--- src/hdl/sdci_pkg.sv ---
package sdci_pkg;

    // ----------------------------------------
    // timing
    // ----------------------------------------
    localparam int unsigned CLK_HZ       = 25_000_000;
    localparam int unsigned CYC_PER_MS   = CLK_HZ / 1000;
    localparam int unsigned ESTOP_MIN_US = 1000;
    localparam int unsigned SV_FIRST_MS  = 3200;  // 3.2 s
    localparam int unsigned SV_LATER_MS  = 170;
    localparam int unsigned ESTOP_CYC    = (ESTOP_MIN_US * CYC_PER_MS + 999) / 1000;
    localparam int unsigned SV_FIRST_CYC = SV_FIRST_MS * CYC_PER_MS;
    localparam int unsigned SV_LATER_CYC = SV_LATER_MS * CYC_PER_MS;
    localparam int          TW           = 27;

    // ----------------------------------------
    // register map
    // ----------------------------------------
    localparam int              AW          = 8;
    localparam logic [AW-1:0]   ADDR_CFG    = 8'h00;
    localparam logic [AW-1:0]   ADDR_CMD    = 8'h04;
    localparam logic [AW-1:0]   ADDR_STAT   = 8'h08;
    localparam logic [1:0]      RESP_OKAY   = 2'h0;
    localparam logic [1:0]      RESP_SLVERR = 2'h2;
    localparam logic [31:0]     RD_ZERO     = 32'h0;

    typedef enum logic [3:0] {
        CODE_NONE = 4'h0, CODE_A3 = 4'h1, CODE_A5 = 4'h2, CODE_C0 = 4'h3,
        CODE_F1   = 4'h4, CODE_F5 = 4'h5, CODE_F8 = 4'h6, CODE_P5 = 4'h7,
        CODE_F3   = 4'h8, CODE_F4 = 4'h9
    } sdci_code_t;

    typedef struct packed {
        logic       emergency_stop;
        logic       warning_clear;
        logic       cw_limit;
        logic       ccw_limit;
        logic       servo_request;
        logic       program_start;
        logic       stop;
        logic       main_power;
        logic       ctrl_power;
        logic [7:0] channel_select;
    } sdci_pins_t;
    localparam int PW = $bits(sdci_pins_t);

    typedef struct packed {
        logic a3; logic a5; logic c0; logic f1; logic f8;
    } sdci_wevt_t;

    typedef struct packed {
        logic dir_invert; logic ccw_no; logic cw_no; logic estop_no;
    } sdci_cfg_t;
    localparam sdci_cfg_t CFG_RST = 4'h0;

    typedef struct packed {
        logic move_cw; logic move; logic escape; logic servo_on; logic motor_off;
    } sdci_cmd_t;

    typedef struct packed {
        logic [15:0] rsvd;
        sdci_code_t  warn;
        sdci_code_t  alarm;
        logic ot_ccw; logic ot_cw; logic estop; logic minus;
        logic plus; logic warn_on; logic ready; logic servo;
    } sdci_stat_t;

    typedef struct packed {
        logic          awvalid;
        logic [AW-1:0] awaddr;
        logic          wvalid;
        logic [31:0]   wdata;
        logic [3:0]    wstrb;
        logic          bready;
        logic          arvalid;
        logic [AW-1:0] araddr;
        logic          rready;
    } sdci_axi_req_t;

    typedef struct packed {
        logic        awready;
        logic        wready;
        logic        bvalid;
        logic [1:0]  bresp;
        logic        arready;
        logic        rvalid;
        logic [31:0] rdata;
        logic [1:0]  rresp;
    } sdci_axi_rsp_t;

endpackage

--- src/hdl/sdci_ctrl.sv ---
// Decided for this implementation: register access over AXI4-Lite and the address map.
`timescale 1ns/100ps

// Functional notes
// - estop active: servo off, dynamic brake stops motor
// - while estop active every operation command is rejected
// - estop: driver ready opens, alarm F4, servo off
// - estop pin must be off over 1 ms before it counts
// - estop polarity normally closed by default, normally open selectable
// - warning clear rising edge clears warning; falling edge ignored
// - after clear, servo returns to prior state unless request changed since
// - A3 C0 F1 P5 servo off; F5 F8 cycle stop; A5 no change
// - cw limit is clockwise, ccw limit counter-clockwise, never inverted
// - limit hit in running direction: stop at once, servo locked, F3
// - in overtravel only moves away from the limit are accepted
// - overtravel opens plus or minus entry flag
// - overtravel latched until motor leaves the forbidden area
// - escape command moves opposite to entry direction
// - servo request enables servo only with both supplies and ready
// - servo state reported after 3.2 s first time, 170 ms later
// - request off: servo off, dynamic brake, clear position error counter
// - motor off command disables servo enabled by request
// - servo on command re-enables servo disabled by motor off
// - main power lost while servo on raises P5
// - program start rising edge starts selected channel; falling ignored
// - start refused with F5 when busy, bad channel, unmet, alarm, stop
// - warning output open on warning, clearable without power cycle
module sdci_ctrl #(
    parameter logic [sdci_pkg::TW-1:0] P_ESTOP_CYC = sdci_pkg::TW'(sdci_pkg::ESTOP_CYC),
    parameter logic [sdci_pkg::TW-1:0] P_FIRST_CYC = sdci_pkg::TW'(sdci_pkg::SV_FIRST_CYC),
    parameter logic [sdci_pkg::TW-1:0] P_LATER_CYC = sdci_pkg::TW'(sdci_pkg::SV_LATER_CYC)
) (
    // clock and reset
    input  wire logic                    i_mclk,
    input  wire logic                    i_rst,
    // register bus
    input  wire sdci_pkg::sdci_axi_req_t i_axi,
    output sdci_pkg::sdci_axi_rsp_t      o_axi,
    // discrete pins
    input  wire sdci_pkg::sdci_pins_t    i_pins,
    // motion and program engine
    input  wire logic                    i_moving,
    input  wire logic                    i_motion_cw,
    input  wire sdci_pkg::sdci_wevt_t    i_warn_evt,
    input  wire logic                    i_prog_busy,
    input  wire logic                    i_chan_ok,
    input  wire logic                    i_prog_cond,
    // status pins
    output logic                         o_driver_ready,
    output logic                         o_warning,
    output logic                         o_servo_state,
    output logic                         o_plus_entry_flag,
    output logic                         o_minus_entry_flag,
    // motion and program commands
    output logic                         o_dyn_brake,
    output logic                         o_err_clr,
    output logic                         o_cycle_stop,
    output logic                         o_motor_stop,
    output logic                         o_prog_start,
    output logic [7:0]                   o_prog_chan,
    output logic                         o_move_go,
    output logic                         o_move_cw
);
    import sdci_pkg::*;

    // ----------------------------------------
    // state
    // ----------------------------------------
    typedef struct packed {
        logic [PW-1:0] s1;
        logic [PW-1:0] s2;
        logic [PW-1:0] s3;
        logic [PW-1:0] flt;
        logic [PW-1:0] fltp;
        logic [TW-1:0] est_cnt;
        logic          estop;
        sdci_cfg_t     cfg;
        logic          ot_cw;
        logic          ot_ccw;
        logic          plus;
        logic          minus;
        sdci_code_t    warn;
        logic          sv_save;
        logic          req_chg;
        logic          sv_want;
        logic          mo_off;
        logic          sv_state;
        logic          first_done;
        logic [TW-1:0] sv_cnt;
        logic          dbrake;
        logic          err_clr;
        logic          cyc_stop;
        logic          mstop;
        logic          prog_go;
        logic [7:0]    prog_ch;
        logic          move_go;
        logic          move_cw;
        logic          aw_have;
        logic [AW-1:0] aw_addr;
        logic          w_have;
        logic [31:0]   wdata;
        logic [3:0]    wstrb;
        logic          awrdy;
        logic          wrdy;
        logic          bvalid;
        logic [1:0]    bresp;
        logic          arrdy;
        logic          rvalid;
        logic [31:0]   rdata;
        logic [1:0]    rresp;
    } sdci_st_t;

    sdci_st_t q;
    sdci_st_t n;

    sdci_pins_t p;
    sdci_pins_t pp;
    sdci_cmd_t  cmd;
    sdci_stat_t stat;
    sdci_code_t new_w;
    logic       est_raw;
    logic       cw_lim;
    logic       ccw_lim;
    logic       alarm;
    logic       en_ok;
    logic       off_cls;
    logic       wr_fire;
    logic [PW-1:0] agree;

    // ----------------------------------------
    // next state
    // ----------------------------------------
    always_comb begin
        n = q;

        // three-stage sync; a change counts once stages 2 and 3 agree
        agree  = ~(q.s2 ^ q.s3);
        n.s1   = i_pins;
        n.s2   = q.s1;
        n.s3   = q.s2;
        n.flt  = (agree & q.s3) | (~agree & q.flt);
        n.fltp = q.flt;
        p      = sdci_pins_t'(q.flt);
        pp     = sdci_pins_t'(q.fltp);

        // register write decode
        wr_fire = q.aw_have & q.w_have & ~q.bvalid;
        cmd     = '0;
        if (wr_fire && q.wstrb[0]) begin
            if (q.aw_addr == ADDR_CFG) begin
                n.cfg = sdci_cfg_t'(q.wdata[$bits(sdci_cfg_t)-1:0]);
            end else if (q.aw_addr == ADDR_CMD) begin
                cmd = sdci_cmd_t'(q.wdata[$bits(sdci_cmd_t)-1:0]);
            end
        end

        // emergency stop, filtered against short pulses
        est_raw = p.emergency_stop ^ ~q.cfg.estop_no;
        if (!est_raw) begin
            n.est_cnt = '0;
            n.estop   = 1'b0;
        end else if (q.est_cnt == P_ESTOP_CYC) begin
            n.estop   = 1'b1;
        end else begin
            n.est_cnt = q.est_cnt + TW'(1);
        end

        // hardware travel limits; direction inversion does not remap
        cw_lim  = p.cw_limit ^ ~q.cfg.cw_no;
        ccw_lim = p.ccw_limit ^ ~q.cfg.ccw_no;
        n.mstop = 1'b0;
        if (cw_lim && i_moving && i_motion_cw) begin
            n.ot_cw = 1'b1;
            n.mstop = 1'b1;
        end else if (!cw_lim) begin
            n.ot_cw = 1'b0;
        end
        if (ccw_lim && i_moving && !i_motion_cw) begin
            n.ot_ccw = 1'b1;
            n.mstop  = 1'b1;
        end else if (!ccw_lim) begin
            n.ot_ccw = 1'b0;
        end
        // entry flags follow the counting direction, not the switch
        n.plus  = q.cfg.dir_invert ? n.ot_ccw : n.ot_cw;
        n.minus = q.cfg.dir_invert ? n.ot_cw : n.ot_ccw;

        alarm   = q.estop | q.ot_cw | q.ot_ccw;
        off_cls = (q.warn == CODE_A3) || (q.warn == CODE_C0)
               || (q.warn == CODE_F1) || (q.warn == CODE_P5);
        en_ok   = ~q.estop & p.main_power & p.ctrl_power & ~off_cls;

        // program start on rising edge only
        n.prog_go = 1'b0;
        new_w     = CODE_NONE;
        if (p.program_start && !pp.program_start) begin
            if (i_prog_busy || !i_chan_ok || !i_prog_cond || alarm
                || (q.warn != CODE_NONE) || p.stop) begin
                new_w = CODE_F5;
            end else begin
                n.prog_go = 1'b1;
                n.prog_ch = p.channel_select;
            end
        end

        // warning sources, first one wins when several coincide; F5 from a refused start beats only A5
        if (pp.main_power && !p.main_power && q.sv_state) begin
            new_w = CODE_P5;
        end else if (i_warn_evt.a3) begin
            new_w = CODE_A3;
        end else if (i_warn_evt.c0) begin
            new_w = CODE_C0;
        end else if (i_warn_evt.f1) begin
            new_w = CODE_F1;
        end else if (i_warn_evt.f8) begin
            new_w = CODE_F8;
        end else if (i_warn_evt.a5 && new_w == CODE_NONE) begin
            new_w = CODE_A5;
        end

        // request edges seen while a warning holds block the restore
        if (p.servo_request != pp.servo_request) begin
            n.req_chg = 1'b1;
        end

        // servo request and serial servo commands
        n.err_clr = 1'b0;
        if (p.servo_request && !pp.servo_request && en_ok && !alarm) begin
            n.sv_want = 1'b1;
            n.mo_off  = 1'b0;
        end
        if (!p.servo_request && pp.servo_request) begin
            n.sv_want = 1'b0;
            n.mo_off  = 1'b0;
            n.err_clr = 1'b1;
        end
        if (!q.estop) begin
            if (cmd.motor_off && q.sv_want && p.servo_request) begin
                n.sv_want = 1'b0;
                n.mo_off  = 1'b1;
            end
            if (cmd.servo_on && q.mo_off && en_ok) begin
                n.sv_want = 1'b1;
                n.mo_off  = 1'b0;
            end
        end

        // warning latch; a new warning beats a clear in the same cycle
        if (new_w != CODE_NONE && (q.warn == CODE_NONE
            || (p.warning_clear && !pp.warning_clear))) begin
            n.warn    = new_w;
            n.sv_save = n.sv_want;
            n.req_chg = 1'b0;
            if (new_w == CODE_A3 || new_w == CODE_C0
                || new_w == CODE_F1 || new_w == CODE_P5) begin
                n.sv_want = 1'b0;
            end
        end else if (p.warning_clear && !pp.warning_clear
                     && q.warn != CODE_NONE) begin
            n.warn = CODE_NONE;
            if (off_cls && q.sv_save && !n.req_chg && !q.estop) begin
                n.sv_want = 1'b1;
            end
        end
        n.cyc_stop = (n.warn == CODE_F5) || (n.warn == CODE_F8);

        // emergency stop overrides everything
        if (q.estop) begin
            n.sv_want = 1'b0;
            n.mo_off  = 1'b0;
        end

        // servo settling: long on the first enable after power-up
        if (!n.sv_want) begin
            n.sv_state = 1'b0;
            n.sv_cnt   = '0;
        end else if (!q.sv_state) begin
            if (q.sv_cnt == (q.first_done ? P_LATER_CYC : P_FIRST_CYC)) begin
                n.sv_state   = 1'b1;
                n.first_done = 1'b1;
            end else begin
                n.sv_cnt = q.sv_cnt + TW'(1);
            end
        end
        n.dbrake = ~n.sv_want;

        // positioning commands; overtravel allows only the way out
        n.move_go = 1'b0;
        if (!q.estop && !p.stop && q.sv_state) begin
            if (cmd.escape && (q.ot_cw || q.ot_ccw)) begin
                n.move_go = 1'b1;
                n.move_cw = q.ot_ccw;
            end else if (cmd.move && !(q.ot_cw && cmd.move_cw)
                         && !(q.ot_ccw && !cmd.move_cw)) begin
                n.move_go = 1'b1;
                n.move_cw = cmd.move_cw;
            end
        end

        // AXI4-Lite write channel
        if (i_axi.awvalid && q.awrdy) begin
            n.aw_have = 1'b1;
            n.aw_addr = i_axi.awaddr;
        end
        if (i_axi.wvalid && q.wrdy) begin
            n.w_have = 1'b1;
            n.wdata  = i_axi.wdata;
            n.wstrb  = i_axi.wstrb;
        end
        if (q.bvalid && i_axi.bready) begin
            n.bvalid = 1'b0;
        end
        if (wr_fire) begin
            n.aw_have = 1'b0;
            n.w_have  = 1'b0;
            n.bvalid  = 1'b1;
            n.bresp   = (q.aw_addr == ADDR_CFG || q.aw_addr == ADDR_CMD
                         || q.aw_addr == ADDR_STAT) ? RESP_OKAY : RESP_SLVERR;
        end
        n.awrdy = ~n.aw_have & ~n.bvalid;
        n.wrdy  = ~n.w_have & ~n.bvalid;

        // status word, read side
        stat         = '0;
        stat.servo   = q.sv_state;
        stat.ready   = ~q.estop;
        stat.warn_on = q.warn != CODE_NONE;
        stat.plus    = q.plus;
        stat.minus   = q.minus;
        stat.estop   = q.estop;
        stat.ot_cw   = q.ot_cw;
        stat.ot_ccw  = q.ot_ccw;
        stat.warn    = q.warn;
        stat.alarm   = q.estop ? CODE_F4
                     : ((q.ot_cw || q.ot_ccw) ? CODE_F3 : CODE_NONE);

        // AXI4-Lite read channel
        if (q.rvalid && i_axi.rready) begin
            n.rvalid = 1'b0;
        end
        if (i_axi.arvalid && q.arrdy) begin
            n.rvalid = 1'b1;
            n.rresp  = RESP_OKAY;
            case (i_axi.araddr)
                ADDR_CFG:  n.rdata = {{(32 - $bits(sdci_cfg_t)){1'b0}}, q.cfg};
                ADDR_CMD:  n.rdata = RD_ZERO;
                ADDR_STAT: n.rdata = stat;
                default: begin
                    n.rdata = RD_ZERO;
                    n.rresp = RESP_SLVERR;
                end
            endcase
        end
        n.arrdy = ~n.rvalid;
    end

    // ----------------------------------------
    // registers
    // ----------------------------------------
    always_ff @(posedge i_mclk) begin
        if (i_rst) begin
            q          <= '0;
            q.cfg      <= CFG_RST;
            q.warn     <= CODE_NONE;
            q.dbrake   <= 1'b1;
            q.awrdy    <= 1'b1;
            q.wrdy     <= 1'b1;
            q.arrdy    <= 1'b1;
        end else begin
            q <= n;
        end
    end

    // ----------------------------------------
    // outputs
    // ----------------------------------------
    // driver ready closes once estop is released, warnings do not open it
    assign o_driver_ready     = ~q.estop;
    assign o_warning          = q.warn != CODE_NONE;
    assign o_servo_state      = q.sv_state;
    assign o_plus_entry_flag  = q.plus;
    assign o_minus_entry_flag = q.minus;
    assign o_dyn_brake        = q.dbrake;
    assign o_err_clr          = q.err_clr;
    assign o_cycle_stop       = q.cyc_stop;
    assign o_motor_stop       = q.mstop;
    assign o_prog_start       = q.prog_go;
    assign o_prog_chan        = q.prog_ch;
    assign o_move_go          = q.move_go;
    assign o_move_cw          = q.move_cw;

    assign o_axi.awready = q.awrdy;
    assign o_axi.wready  = q.wrdy;
    assign o_axi.bvalid  = q.bvalid;
    assign o_axi.bresp   = q.bresp;
    assign o_axi.arready = q.arrdy;
    assign o_axi.rvalid  = q.rvalid;
    assign o_axi.rdata   = q.rdata;
    assign o_axi.rresp   = q.rresp;

endmodule

--- config.mk ---
export PLATFORM = sky130hd
export DESIGN_NAME = sdci_ctrl
export DESIGN_NICKNAME = d
export VERILOG_FILES = /design/src/hdl/sdci_pkg.sv /design/src/hdl/sdci_ctrl.sv
export SDC_FILE = /design/constraint.sdc
export NUM_CORES = 1
export LEC_CHECK = 0
export BUFFER_PORTS_ARGS = -buffer_cell sky130_fd_sc_hd__buf_2
export CORE_MARGIN = 10
export CORE_UTILIZATION = 48
export DETAILED_ROUTE_END_ITERATION = 10
export PLACE_DENSITY = 0.7
export SETUP_SLACK_MARGIN = 0.05
export SYNTH_ARGS = -nofsm -noshare
export SYNTH_HDL_FRONTEND = slang
export SYNTH_SLANG_ARGS = --single-unit
--- constraint.sdc ---
create_clock -name i_mclk -period 3.8 [get_ports i_mclk]
set_input_delay 0.38 -clock i_mclk [delete_from_list [all_inputs] [get_ports i_mclk]]
set_output_delay 0.38 -clock i_mclk [all_outputs]
set_load 0.01 [all_outputs]
==> flow_metrics.env <==
export IMPL_status="finished, final reports clean"
export IMPL_port_buffers=96
export IMPL_grt_pass1_wl_um=26000
export IMPL_dpl_hpwl_um=10900
export IMPL_drive_above_1_share=0.187
export IMPL_cp_start_kind="register"
export IMPL_clock_latency_ps=430
export IMPL_h_tree_depth=4
export IMPL_rsz0062_at_grt="no"
export IMPL_dieArea_um2=22200
export IMPL_synth_area_leaders="dfxtp_1 49%, nor2b_1 4.6%, buf_4 4.6%, nand2_1 4.1%, a21oi_1 3.9%"
export IMPL_drtIter0Drc=236
export IMPL_initial_core_util=0.485
export IMPL_hold_viol=0
export IMPL_synth_flop_cell="dfxtp_1"
export IMPL_post_route_period_util=0.617
export IMPL_worst_path_max_fanout=30
export IMPL_first_pass_iters=4
export IMPL_synth_edf_count=0
export IMPL_grt_max_degree=73
export IMPL_cts_tree="yes"
export IMPL_tns_ps=0
export IMPL_final_setup_viol_count=0
export IMPL_drtAntennaViolNets=0
export IMPL_crit_chain="nor3_2 -> a31o_2 -> a32oi_2 -> nor3_2 -> a32oi_2 -> buf_4 -> o22ai_1"
export IMPL_end_kind="register"
export IMPL_die_w_um=149
export IMPL_numCtsBuffers=17
export IMPL_coreArea_um2=16500
export IMPL_cts_max_path_buffers=2
export IMPL_syn_to_final_growth_pct=11.0
export IMPL_syn_area_um2=7990
export IMPL_cts_sinks=196
export IMPL_ioPinCount=147
export IMPL_synth_cells=870
export IMPL_async_flop_share=0
export IMPL_synth_seq_cells=196
export IMPL_min_period_ps=2350
export IMPL_via_count=5701
export IMPL_track_usage=0.140
export IMPL_critPathLaunch="q[147]"
export IMPL_ctsResizeCount=0
export IMPL_rows=47
export IMPL_avgSynthCellArea_um2=9.18
export IMPL_gr_total_overflow=0
export IMPL_max_freq_mhz=426
export IMPL_root_buffer="clkbuf_16"
export IMPL_fp_dieH_um=149
export IMPL_fin_skew_ps=12.3
export IMPL_post_synth_num_cell_types=61
export IMPL_drt_wirelength_per_cell_um=13.2
export IMPL_drc=0
export IMPL_synth_top_cells_by_count="196 x dfxtp_1, 88 x nand2_1, 82 x nor2_1"
export IMPL_fin_util=0.538
export IMPL_ys_warn_count=0
export IMPL_reg2regPathDepth=7
export IMPL_powerDensity_nw_per_um2=457
export IMPL_cp_slowest_cell="dfxtp_1"
export IMPL_timing_slew_headroom=0.276
export IMPL_crit_family="compound AO/OA/AOI/OAI gates"
export IMPL_antenna_found_initial=0
export IMPL_final_nets=1017
export IMPL_max_stage_delay_ps=590
export IMPL_crit_arrival_ps=2640
export IMPL_synth_area_leader_cell="dfxtp_1"
export IMPL_place_gp_congestion=0.843
export IMPL_worstReg2RegStart="q[147]"
export IMPL_drt_total_wl_um=15300
export IMPL_ir_worst_vdd_uv=346
export IMPL_vias_per_cell=4.93
export IMPL_crit_type="reg -> reg"
export IMPL_cp_num_buf_inv=1
export IMPL_holdBufCountCts=0
export IMPL_hp_class="in -> reg"
export IMPL_maxSlewViolCount=0
export IMPL_cts_setup_buffers=0
export IMPL_hold_depth=2
export IMPL_tightest_slew_ps=1090
export IMPL_p_leak_nw=3.43
export IMPL_finalPower_mw=4.05
export IMPL_first_global_vias=5436
export IMPL_antenna_cells=0
export IMPL_crit_cells=7
export IMPL_drv_cap=0
export IMPL_min_from="i_pins[0]"
export IMPL_yosysMostFrequentCell="dfxtp_1"
export IMPL_clk_pin_slew_ps=70
export IMPL_worstPathRequired_ps=4100
export IMPL_ys_seq_area_frac=0.491
export IMPL_synth_top_area_frac=0.491
-- sequential cells by signal, summed over array words and instances, names as in the netlist, 4 cells and up, named ones only --
register,flops
o_axi,20
n,34
o_prog_chan,8
q,103
pp,4
-- metal layers --
layer  wire length (um)  global-route usage  vias up  part of all wire
met1               7390               0.177     2606              0.48
met4                125              0.0432        0            0.0082
li1                   -                   -     2985                 -
met3                846              0.0488        9             0.055
met2               6950               0.221      101              0.45
met5                  0                   0        -                 0
-- placed cells by master, fill, tap and decap left out, types with 4 or more instances in the layout --
cell and count:
dfxtp_1 196, inv_6 4, a21oi_1 63, a211oi_1 6, and3b_1 4, inv_1 18
xor2_1 23, nor2_1 82, or3_1 9, nor3_1 11, inv_8 4, xnor2_1 26
nand2b_1 9, nor2_2 18, buf_2 95, ha_1 6, nand3_1 32, nor4bb_1 4
nand2_1 88, buf_4 5, nand4_1 12, and4_1 4, o21ai_0 27, nor4_1 9
nor3_2 6, o21ai_1 4, mux2i_1 17, and3_1 6, nor2b_1 59, conb_1 20
clkbuf_16 17
-- stage by stage --
stage | instance area, um2 | worst slack (ps) | hold WS [ps] | instances
6_report | 8860 | 1450 | 149 | 1157
5_1_grt | 8860 | 1280 | 142 | 1157
4_1_cts | 8860 | 1450 | 129 | 1157
3_5_place_dp | 8310 | 1470 | 424 | 1126
3_3_place_gp | 8310 | 1480 | 416 | 1126
2_1_floorplan | 8060 | 2040 | 414 | 889
-- worst paths after layout --
check / slack (ps) / end
hold reg to reg: 440 / n[214]
setup reg to reg: 1450 / q[129]
hold / removal: 150 / n[226]
setup / recovery: 1450 / q[129]
-- worst register-to-register path, stage by stage (launching register included) --
cell and delay, ps:
dfxtp_1 590, nor3_2 180, a31o_2 310, a32oi_2 260
nor3_2 70, a32oi_2 230, buf_4 410, o22ai_1 160
-- cell families (layout without fill, tap and decap cells) --
group | after synthesis | after routing | share of synthesized area
buffers and inverters | 103 | 151 | 0.0758
other | 1 | 20 | 0.000470
adders and majority gates | 6 | 6 | 0.00940
AOI/OAI and AO/OA | 119 | 119 | 0.0865
muxes | 19 | 19 | 0.0241
DFF | 196 | 196 | 0.491
and+or+nand+nor | 377 | 377 | 0.259
xor gates and xnor gates | 49 | 49 | 0.0537
-- final cells by class --
cell class                      instances  area (um2)
Clock inverter                         13         116
Timing Repair Buffer                  100         513
Tap cell                              220         275
Sequential cell                       196        3920
Multi-Input combinational cell        590        3530
Inverter                               20        75.1
Fill cell                            1515        7610
Clock buffer                           18         429
-- report_power, final --
| part | switching [mW] | total, mW | leakage [nW] | internal, mW |
|---|---|---|---|---|
| clock | 0.812 | 1.67 | 0.261 | 0.859 |
| sequential | 0.0418 | 2.15 | 1.59 | 2.11 |
| combinational | 0.132 | 0.229 | 1.57 | 0.0968 |
Power figures use the tool's default switching activity.
